===== src/design/sio2_pkg.sv =====
// sio2_pkg: constants and types shared by the serial interface 2 control block
// assumes: 40 MHz system clock, link clock passed through a two-stage synchroniser
package sio2_pkg;
  // serial modes selected by software
  localparam logic [1:0] SIO2_MODE_3W = 2'h0;
  localparam logic [1:0] SIO2_MODE_2W = 2'h1;
  localparam logic [1:0] SIO2_MODE_I2C = 2'h2;
  // bits in one transfer
  localparam logic [3:0] SIO2_BITS = 4'h8;
  // all-ones receive pattern
  localparam logic [7:0] SIO2_RX_ONES = 8'hff;
  // reset values
  localparam logic [7:0] SIO2_SHIFT_RST = 8'h00;
  localparam logic [6:0] SIO2_ADDR_RST = 7'h00;
  // fifo shape
  localparam int SIO2_FIFO_W = 8;
  localparam int SIO2_FIFO_D = 8;
  // engine states, one-hot
  typedef enum logic [2:0] {
    SIO2_IDLE = 3'b001,
    SIO2_SHIFT = 3'b010,
    SIO2_WAIT = 3'b100
  } sio2_state_e;
endpackage : sio2_pkg


===== src/design/sio2_ctrl.sv =====
// sio2_ctrl: transfer start/stop, wait release and clock pin control of serial interface 2
// assumes: software bits arrive as ports on the same clock; link pins are asynchronous
`timescale 1ns/1ps
module sio2_ctrl (
  input wire logic clock,
  input wire logic resetn,
  input wire logic ce_resetn,
  input wire logic [1:0] mode,
  input wire logic iface_enable_flag,
  input wire logic busy_enable_flag,
  input wire logic wake_up_flag,
  input wire logic clock_level_control,
  input wire logic wait_release_flag,
  input wire logic release_trigger_flag,
  input wire logic clock_port_bit,
  input wire logic three_wire_clock_port_bit,
  input wire logic data_port_bit,
  input wire logic clock_pin_dir_bit,
  input wire logic data_pin_dir_bit,
  input wire logic [6:0] slave_addr,
  input wire logic sfr_wr,
  input wire logic [7:0] sfr_wdata,
  input wire logic clk_pin_i,
  input wire logic data_pin_i,
  output logic clk_pin_o,
  output logic clk_pin_oe,
  output logic data_pin_o,
  output logic data_pin_oe,
  output logic transfer_done_irq_flag,
  output logic clock_level_detect,
  output logic address_match_flag,
  output logic command_detect_flag,
  output logic in_wait,
  output logic [7:0] preset_shift_reg,
  output logic [7:0] rx_data,
  output logic rx_valid,
  input wire logic rx_ready
);
  import sio2_pkg::*;

  ////////////////////////////////////////////////////////////////////////
  // state
  typedef struct packed {
    logic [1:0] clk_s;      // clock pin synchroniser
    logic [1:0] dat_s;      // data pin synchroniser
    logic clk_prev;         // last synced clock level
    logic dat_prev;         // last synced data level
    sio2_state_e st;        // engine state
    logic [3:0] cnt;        // bits shifted
    logic [7:0] sh;         // shift register
    logic pend;             // set by a write in wait, cleared in that same cycle
    logic armed;            // cleared when enable rises, never set
    logic en_prev;          // enable seen last cycle
    logic irq;              // transfer done flag
    logic coi;              // address match flag
    logic cmd;              // start condition seen
    logic first;            // first byte after start
    logic sclo;             // clock pin level
    logic sclo_oe;          // clock pin drive
    logic sdao;             // data pin level
    logic sdao_oe;          // data pin drive
    logic push;             // byte to fifo
    logic wt;               // waiting for release
  } sio2_s;
  sio2_s s_q, s_d;

  logic f_ready;
  logic clk_rise, clk_fall, start_cond;
  logic sclk_gen;

  assign clk_rise = s_q.clk_s[1] && !s_q.clk_prev;
  assign clk_fall = !s_q.clk_s[1] && s_q.clk_prev;
  assign start_cond = s_q.clk_s[1] && s_q.dat_prev && !s_q.dat_s[1];

  ////////////////////////////////////////////////////////////////////////
  // next state
  always_comb begin
    s_d = s_q;
    s_d.clk_s = {s_q.clk_s[0], clk_pin_i};
    s_d.dat_s = {s_q.dat_s[0], data_pin_i};
    s_d.clk_prev = s_q.clk_s[1];
    s_d.dat_prev = s_q.dat_s[1];
    s_d.en_prev = iface_enable_flag;
    s_d.push = 1'b0;
    sclk_gen = 1'b0;
    // shift write clears done flag; a set later in this cycle wins
    if (sfr_wr) s_d.irq = 1'b0;
    // start condition tracking
    if (start_cond) begin
      s_d.cmd = 1'b1;
      s_d.first = 1'b1;
      s_d.cnt = '0;
    end
    unique case (s_q.st)
      SIO2_IDLE: begin
        if (sfr_wr && iface_enable_flag &&
            (mode != SIO2_MODE_I2C || !s_q.clk_s[1])) begin
          s_d.sh = sfr_wdata;
          s_d.cnt = '0;
          s_d.st = SIO2_SHIFT;
        end
        if (iface_enable_flag && !s_q.en_prev) s_d.armed = 1'b0;
        if (wake_up_flag && iface_enable_flag && start_cond) begin
          s_d.st = SIO2_SHIFT;
          s_d.sh = SIO2_RX_ONES;
        end
      end
      SIO2_SHIFT: begin
        sclk_gen = !clock_level_control;
        if (clk_rise && sclk_gen) begin
          s_d.sh = {s_q.sh[6:0], s_q.dat_s[1]};
          s_d.cnt = s_q.cnt + 4'h1;
        end
        if (s_q.cnt == SIO2_BITS && clk_fall) begin
          s_d.irq = 1'b1;
          s_d.push = 1'b1;
          if (s_q.first) begin
            s_d.coi = (s_q.sh[7:1] == slave_addr);
            s_d.first = 1'b0;
          end
          s_d.st = (mode == SIO2_MODE_I2C) ? SIO2_WAIT : SIO2_IDLE;
        end
      end
      SIO2_WAIT: begin
        if (sfr_wr) begin
          s_d.sh = sfr_wdata;
          s_d.pend = 1'b1;
        end
        if (wait_release_flag || sfr_wr) begin
          s_d.cnt = '0;
          s_d.st = (sfr_wr || s_q.pend) ? SIO2_SHIFT : SIO2_IDLE;
          s_d.pend = 1'b0;
        end
      end
      default: s_d.st = SIO2_IDLE;
    endcase
    if (release_trigger_flag) s_d.cmd = 1'b0;
    // pin drive
    s_d.sclo_oe = clock_pin_dir_bit;
    if (!iface_enable_flag && mode == SIO2_MODE_I2C) begin
      s_d.sclo = 1'b1;
      s_d.sdao = 1'b0;
      s_d.st = SIO2_IDLE;
    end else begin
      unique case (mode)
        SIO2_MODE_I2C: s_d.sclo = clock_port_bit && clock_level_control;
        SIO2_MODE_2W: s_d.sclo = clock_port_bit;
        default: s_d.sclo = three_wire_clock_port_bit;
      endcase
      s_d.sdao = (busy_enable_flag || wake_up_flag) ? 1'b1 : s_q.sh[7] && data_port_bit;
    end
    // open drain: drive only when pulling low
    s_d.sdao_oe = data_pin_dir_bit && !s_d.sdao;
    s_d.wt = (s_d.st == SIO2_WAIT);
    if (!f_ready) s_d.push = s_q.push;
  end

  ////////////////////////////////////////////////////////////////////////
  // registers
  // hard reset to inputs
  always_ff @(posedge clock or negedge resetn) begin
    if (!resetn) begin
      s_q <= '{clk_s: 2'h3, dat_s: 2'h3, clk_prev: 1'b1, dat_prev: 1'b1, st: SIO2_IDLE,
               cnt: 4'h0, sh: SIO2_SHIFT_RST, default: 1'b0};
    end else if (!ce_resetn) begin
      s_q.st <= SIO2_IDLE;
      s_q.cnt <= 4'h0;
      s_q.irq <= 1'b0;
      s_q.wt <= 1'b0;
    end else begin
      s_q <= s_d;
    end
  end

  sio2_fifo #(.W(SIO2_FIFO_W), .D(SIO2_FIFO_D)) u_fifo (
    .clock(clock),
    .resetn(resetn),
    .in_data(s_q.sh),
    .in_valid(s_q.push),
    .in_ready(f_ready),
    .out_data(rx_data),
    .out_valid(rx_valid),
    .out_ready(rx_ready)
  );

  assign clk_pin_o = s_q.sclo;
  assign clk_pin_oe = s_q.sclo_oe;
  assign data_pin_o = s_q.sdao;
  assign data_pin_oe = s_q.sdao_oe;
  assign transfer_done_irq_flag = s_q.irq;
  assign clock_level_detect = s_q.clk_s[1];
  assign address_match_flag = s_q.coi;
  assign command_detect_flag = s_q.cmd;
  assign in_wait = s_q.wt;
  assign preset_shift_reg = s_q.sh;

  ////////////////////////////////////////////////////////////////////////
  // checks
  a_forced_clock_high: assert property (@(posedge clock) disable iff (!resetn)
    ce_resetn && iface_enable_flag && mode == SIO2_MODE_I2C && clock_port_bit
    && clock_level_control |=> clk_pin_o) else $error("clock not forced high");
  a_disabled_pins: assert property (@(posedge clock) disable iff (!resetn)
    ce_resetn && !iface_enable_flag && mode == SIO2_MODE_I2C |=> clk_pin_o && !data_pin_o)
    else $error("disabled pins wrong");
  a_done_sets_flag: assert property (@(posedge clock) disable iff (!resetn)
    s_q.push && ce_resetn |-> transfer_done_irq_flag) else $error("done flag missing");
  a_wait_release: assert property (@(posedge clock) disable iff (!resetn)
    in_wait && wait_release_flag && ce_resetn && iface_enable_flag |=> !in_wait)
    else $error("wait not released");
  a_two_wire_latch: assert property (@(posedge clock) disable iff (!resetn)
    ce_resetn && mode == SIO2_MODE_2W |=> clk_pin_o == $past(clock_port_bit))
    else $error("2-wire clock wrong");
  a_three_wire_latch: assert property (@(posedge clock) disable iff (!resetn)
    ce_resetn && mode == SIO2_MODE_3W |=> clk_pin_o == $past(three_wire_clock_port_bit))
    else $error("3-wire clock wrong");
  a_wake_release: assert property (@(posedge clock) disable iff (!resetn)
    ce_resetn && wake_up_flag && !(mode == SIO2_MODE_I2C && !iface_enable_flag)
    |=> !data_pin_oe) else $error("data driven in wake-up");
  a_no_start_idle: assert property (@(posedge clock) disable iff (!resetn)
    s_q.st == SIO2_IDLE && !sfr_wr && !wake_up_flag && ce_resetn |=> s_q.st == SIO2_IDLE)
    else $error("spurious start");
  c_transfer_done: cover property (@(posedge clock) disable iff (!resetn) s_q.push);
  c_wait_entered: cover property (@(posedge clock) disable iff (!resetn) in_wait);
  c_start_seen: cover property (@(posedge clock) disable iff (!resetn) start_cond);
endmodule // sio2_ctrl


===== src/design/sio2_fifo.sv =====
// sio2_fifo: small valid/ready fifo for received bytes
// assumes: one clock, synchronous use on both sides
`timescale 1ns/1ps
module sio2_fifo #(
  parameter int W = 8,
  parameter int D = 8
) (
  input wire logic clock,
  input wire logic resetn,
  input wire logic [W-1:0] in_data,
  input wire logic in_valid,
  output logic in_ready,
  output logic [W-1:0] out_data,
  output logic out_valid,
  input wire logic out_ready
);
  localparam int AW = $clog2(D);
  // storage
  logic [W-1:0] mem [D];
  logic [AW-1:0] wp_q, rp_q;
  logic [AW:0] cnt_q;
  logic push, pop;
  assign in_ready = (cnt_q != (AW+1)'(D));
  assign out_valid = (cnt_q != '0);
  assign out_data = mem[rp_q];
  assign push = in_valid && in_ready;
  assign pop = out_valid && out_ready;
  // pointers and count
  always_ff @(posedge clock or negedge resetn) begin
    if (!resetn) begin
      wp_q <= '0;
      rp_q <= '0;
      cnt_q <= '0;
    end else begin
      if (push) wp_q <= wp_q + 1'b1;
      if (pop) rp_q <= rp_q + 1'b1;
      cnt_q <= cnt_q + (AW+1)'(push) - (AW+1)'(pop);
    end
  end
  // data write
  always_ff @(posedge clock) begin
    if (push) mem[wp_q] <= in_data;
  end
endmodule // sio2_fifo


===== config.mk =====
export PLATFORM = sky130hd
export DESIGN_NAME = sio2_ctrl
export DESIGN_NICKNAME = d
export VERILOG_FILES = /design/src/design/sio2_pkg.sv /design/src/design/sio2_ctrl.sv /design/src/design/sio2_fifo.sv
export SDC_FILE = /design/constraint.sdc
export NUM_CORES = 1
export LEC_CHECK = 0
export BUFFER_PORTS_ARGS = -buffer_cell sky130_fd_sc_hd__buf_2
export CAP_MARGIN = 15
export CORE_MARGIN = 5
export CORE_UTILIZATION = 58
export CTS_CLUSTER_SIZE = 24
export DETAILED_ROUTE_END_ITERATION = 12
export PLACE_DENSITY = 0.89
export SYNTH_ARGS = -nofsm -noshare
export SYNTH_HDL_FRONTEND = slang
export SYNTH_SLANG_ARGS = --single-unit

===== constraint.sdc =====
create_clock -name clock -period 2.8 [get_ports clock]
set_clock_uncertainty 0.1 [all_clocks]
set_input_delay 0.56 -clock clock [delete_from_list [all_inputs] [get_ports clock]]
set_output_delay 0.56 -clock clock [all_outputs]
set_load 0.02 [all_outputs]

======== After elaboration in Yosys (flattened, before gate mapping) ========
Memory sizes are Yosys's and may differ from the RTL's.
Index checks and enable logic that the tools add are counted.
operators by class
  add/sub/neg operators ................... 5
  equal/unequal tests ..................... 13
  mux-type cells .......................... 34
  reductions and logical operators ........ 35
operator list
  cell                                          number
  one-hot mux 12 bit (3 select lines)           1
  logical AND 1 bit                             16
  2-to-1 mux 1 bit                              16
  2-to-1 mux 15 bit                             1
  2-to-1 mux 7 bit                              2
  2-to-1 mux 12 bit                             1
  2-to-1 mux 3 bit                              4
  2-to-1 mux 9 bit                              1
  one-hot mux 3 bit (3 select lines)            1
  2-to-1 mux 2 bit                              4
  2-to-1 mux 8 bit                              1
  == test 7 bit                                 1
  adder 3 x 1 -> 3 bit (second input constant)  2
  == test 3 bit (second input constant)         2
  logical NOT 1 bit                             6
  != test 2 bit (second input constant)         3
  AND reduction 5 bit                           1
  adder 4 x 1 -> 4 bit                          1
  adder 4 x 1 -> 4 bit (second input constant)  1
  == test 4 bit (second input constant)         1
  logical OR 1 bit                              4
  2-to-1 mux 4 bit                              1
  != test 4 bit (second input constant)         1
  AND reduction 2 bit                           2
  other kinds (12)                              13
word-level totals
  register bits ........................... 42
  RAM bits ................................ 64
  word-level logic and storage cells ...... 109
  memories kept ........................... 1
memories
  name        depth  bits a word  rd ports  clocked after Yosys merged registers in  wr ports  RTL line         RTL
  u_fifo.mem  8      8            1         0                                        1         sio2_fifo.sv:19  logic [W-1:0] mem [D];

======== Logic depth before layout (Yosys ltp) ========
  word-level depth ........................ 9
  depth in mapped cells ................... 11
  depth with buffers taken out ............ 11

======== Hierarchy ========
A second synthesis with hierarchy kept.
unflattened totals
  cell total of the unflattened synthesis .. 307
  area total of the unflattened synthesis .. 4,874.7 sq um
modules (own cells, without submodules)
  module     instances  cells each  area each (sq um)
  sio2_fifo  1          148         3,056.7
  sio2_ctrl  1          159         1,818.0

======== Worst setup path before layout ========
Ideal clock, no wire load.
  kind .................................... flip-flop to output port
  start point ............................. register u_fifo.rp_q[0]
  end point ............................... output rx_data[0]
  arrival ................................. 1,857 ps
  required time ........................... 2,140 ps
  slack ................................... 283 ps
  cell stages (with the launch flop) ...... 5
  cells stage by stage .................... dfrtp_1 clkbuf_1 buf_4 mux4_2 mux2_2
on the way
  word-level cells in the longest chain between the ends .. 1
ends and longest elaborated chain
  what                      RTL line         RTL
  start: declaration        sio2_fifo.sv:20  logic [AW-1:0] wp_q, rp_q;
  start signal: assignment  sio2_fifo.sv:36  if (pop) rp_q <= rp_q + 1'b1;
  memory read (8 x 8 bit)   -
  end: declaration          sio2_ctrl.sv:35  output logic [7:0] rx_data,
No other way between the ends.

======== Final worst setup path ========
  start point ............................. register u_fifo.rp_q[0]
  end point ............................... output rx_data[7]
The elaborated chain is that of the path after synthesis.

==> metrics.txt <==
run status=finished, final reports clean; worst setup slack for register-to-register paths=470 ps; number of inserted filler cells in the final layout=around 560; largest fanout on the critical path=16; maximum clock frequency=roughly 380 MHz; share of the clock period used by the worst path=between 90% and 100%; first-pass GRT wire length=14.7 mm; GR met2 Demand/Resource=32.7%; number of pins exceeding their max-slew limit in the final report=0; GR peak layer=met2; transition time at the pin with the least slew margin=918 ps; Post-synth EDFFs=64; critical path class=reg -> out; Largest register FFs=64; maximum level of the CTS H-tree=3; fraction of post-synthesis cell area in the top cell type by area=40.1%; Max rail drop VDD=0.458 mV; clk sinks=roughly 110; total setup buffers inserted after CTS=0; number of standard-cell rows in the floorplan=33; Clk Latency, worst-skew pair=370 ps; Post-synth ARST share=39.6%; clock transition at the registers of the reported paths=around 100 ps; top cells by area, synth=edfxtp_1 40%, dfrtp_1 18%, mux4_2 7.5%, mux2_2 4.2%, dfstp_2 3.8%; iteration count of the initial detailed-routing pass=4; detailed-route DRC error count=0; headroom to the max-slew limit=38.8%; count of cell types in the netlist=51; unrepaired setup endpoints after global routing=no; aggregate global-route resource usage=approximately a fifth; critical path startpoint category=register; buffer cell driving the clock tree root=clkbuf_8; arrival time worst endpoint=about 2000 ps; syn_nets=362; post-synthesis sequential area ratio=62.2%; total die area=10200 um2; WP data required=between 2000 and 2500 ps; diode count=0; cell taking the most area after synthesis=edfxtp_1; met1 Resource Use GR=23.9%; pin count of the biggest net entering global routing=43; antenna viol nets, final=0; post-detail-place hpwl=approximately 6.6 mm; type of destination of the critical path=output pin; fraction of final layout cells sized beyond drive strength 1=37.6%; # nets final=approximately 420; Post-synth top flop=edfxtp_1; final critical path time including I/O delays and setup=2640 ps; total overflow reported by the global router=0; First DRT Iteration DRCs=129; cts repair resizes=0; input/output buffers=60; flip-flop and latch count after synthesis=106; core footprint=8130 um2; Die X-Extent=101 um; power density over the cells=751 nW/um2; path class of the lowest-slack min-delay path=in -> async; number of buffers on the longest clock path=2; leakage power=2.17 nW; via count=2813; Total Negative Setup Slacks=0 ps; number of vias per cell=between 5 and 6; via count of the first global-routing pass=2885; TritonCTS clock tree=built; routability congestion estimate=0.829; Wirelength per Cell=19.1 um; overall die height=approximately 100 um; final-report setup violation count=0; Routed Wire Length=9.28 mm; total of max-cap violations=0; met3 global-route usage=6.57%; post-synth design cell area=4790 um2; antenna violations before repair=0; hold violation total from the final report=0; Initial Util=between 50% and 60%; post-synthesis instance total=314; Hold Buf Count CTS=0; worst hold slack=219 ps; Syn. warnings=0; clock buffers created by TritonCTS=9; count of boundary I/O pins=61; mean instance size in the synthesized netlist=15.3 um2; area overhead of the layout relative to synthesis=12.0%
per-stage QoR:
step,std cells,setup WS (ps),utilization [%],area [um2],power [mW]
2_1_floorplan,314,283,-,4790,2.88
3_3_place_gp,469,343,63.7,5180,3.15
3_5_place_dp,469,272,63.7,5180,3.20
4_1_cts,485,30.9,66.0,5370,4.07
5_1_grt,485,48.1,66.0,5370,4.25
6_report,485,157,66.0,5370,4.03
path summary, 6_finish.rpt:
kind / to / cells after the start / startpoint
max: rx_data[7] / 4 / u_fifo.rp_q[0]
min reg2reg: s_q[1] / 2 / s_q[1]
max reg2reg: preset_shift_reg[6] / 6 / s_d[28]
min in group clock: command_detect_flag / 2 / release_trigger_flag
max in group asynchronous: u_fifo.rp_q[1] / 1 / resetn
min: transfer_done_irq_flag / 1 / resetn
layout make-up:
class	instances	area, um2	share of cell area [%]
Multi-Input combinational cell	173	1620	30.2
Tap cell	105	131	2.45
Timing Repair Buffer	71	395	7.37
Inverter	14	57.6	1.07
Clock inverter	6	53.8	1.00
Clock buffer	10	128	2.38
Sequential cell	106	2980	55.6
Yosys cell counts, types with 6 or more instances:
| master | instances |
|---|---|
| ha_1 | 12 |
| nand2_1 | 12 |
| nand2b_1 | 9 |
| mux2_4 | 8 |
| inv_1 | 13 |
| edfxtp_1 | 64 |
| nand3_1 | 6 |
| xor2_1 | 6 |
| mux2_2 | 18 |
| clkbuf_1 | 6 |
| dfstp_2 | 7 |
| buf_4 | 10 |
| a221o_1 | 8 |
| a21oi_1 | 11 |
| xnor2_1 | 7 |
| dfrtp_1 | 35 |
| nor2_1 | 15 |
| mux4_2 | 16 |
critical path, stage by stage (launching register included):
cell and delay [ps]:
dfrtp_1 450, buf_12 200, mux4_2 510, mux2_2 290, buf_2 160
per-layer routing:
layer | up-vias | wire length [um]
li1 | 1292 | -
met3 | 19 | 659
met2 | 115 | 4810
met5 | - | 0
met4 | 0 | 163
met1 | 1387 | 3650
power by group:
| group | total [mW] | leakage [nW] | internal, mW | switching [mW] |
|---|---|---|---|---|
| Combinational | 1.13 | 0.962 | 0.595 | 0.533 |
| Sequential | 2.02 | 1.12 | 1.81 | 0.208 |
| Clock | 0.882 | 0.0902 | 0.343 | 0.539 |
placed cells by master (no fill, tap or decap), types with 5 or more instances in the layout:
cell | netlist | layout
nor2_1 | 15 | 15
edfxtp_1 | 64 | 64
inv_1 | 13 | 13
clkbuf_8 | 0 | 9
dfrtp_1 | 35 | 34
buf_2 | 1 | 60
nor3_1 | 5 | 5
mux4_2 | 16 | 16
nand3_1 | 6 | 6
buf_4 | 10 | 10
dfstp_2 | 7 | 7
nand2b_1 | 9 | 9
mux2_4 | 8 | 8
xor2_1 | 6 | 6
mux2_2 | 18 | 18
a221o_1 | 8 | 8
xnor2_1 | 7 | 7
ha_1 | 12 | 12
nand2_1 | 12 | 12
a21oi_1 | 11 | 11
cell families (layout without fill, tap and decap cells):
logic type,after synthesis,count (layout),synth area share (%)
flops,106,106,62.2
mux,43,43,14.5
fa+ha+maj,13,13,3.55
compound gates,37,37,5.59
xor+xnor,13,13,2.38
simple gates,67,67,7.78
buf+inv,35,101,3.97
Power figures use the tool's default switching activity.
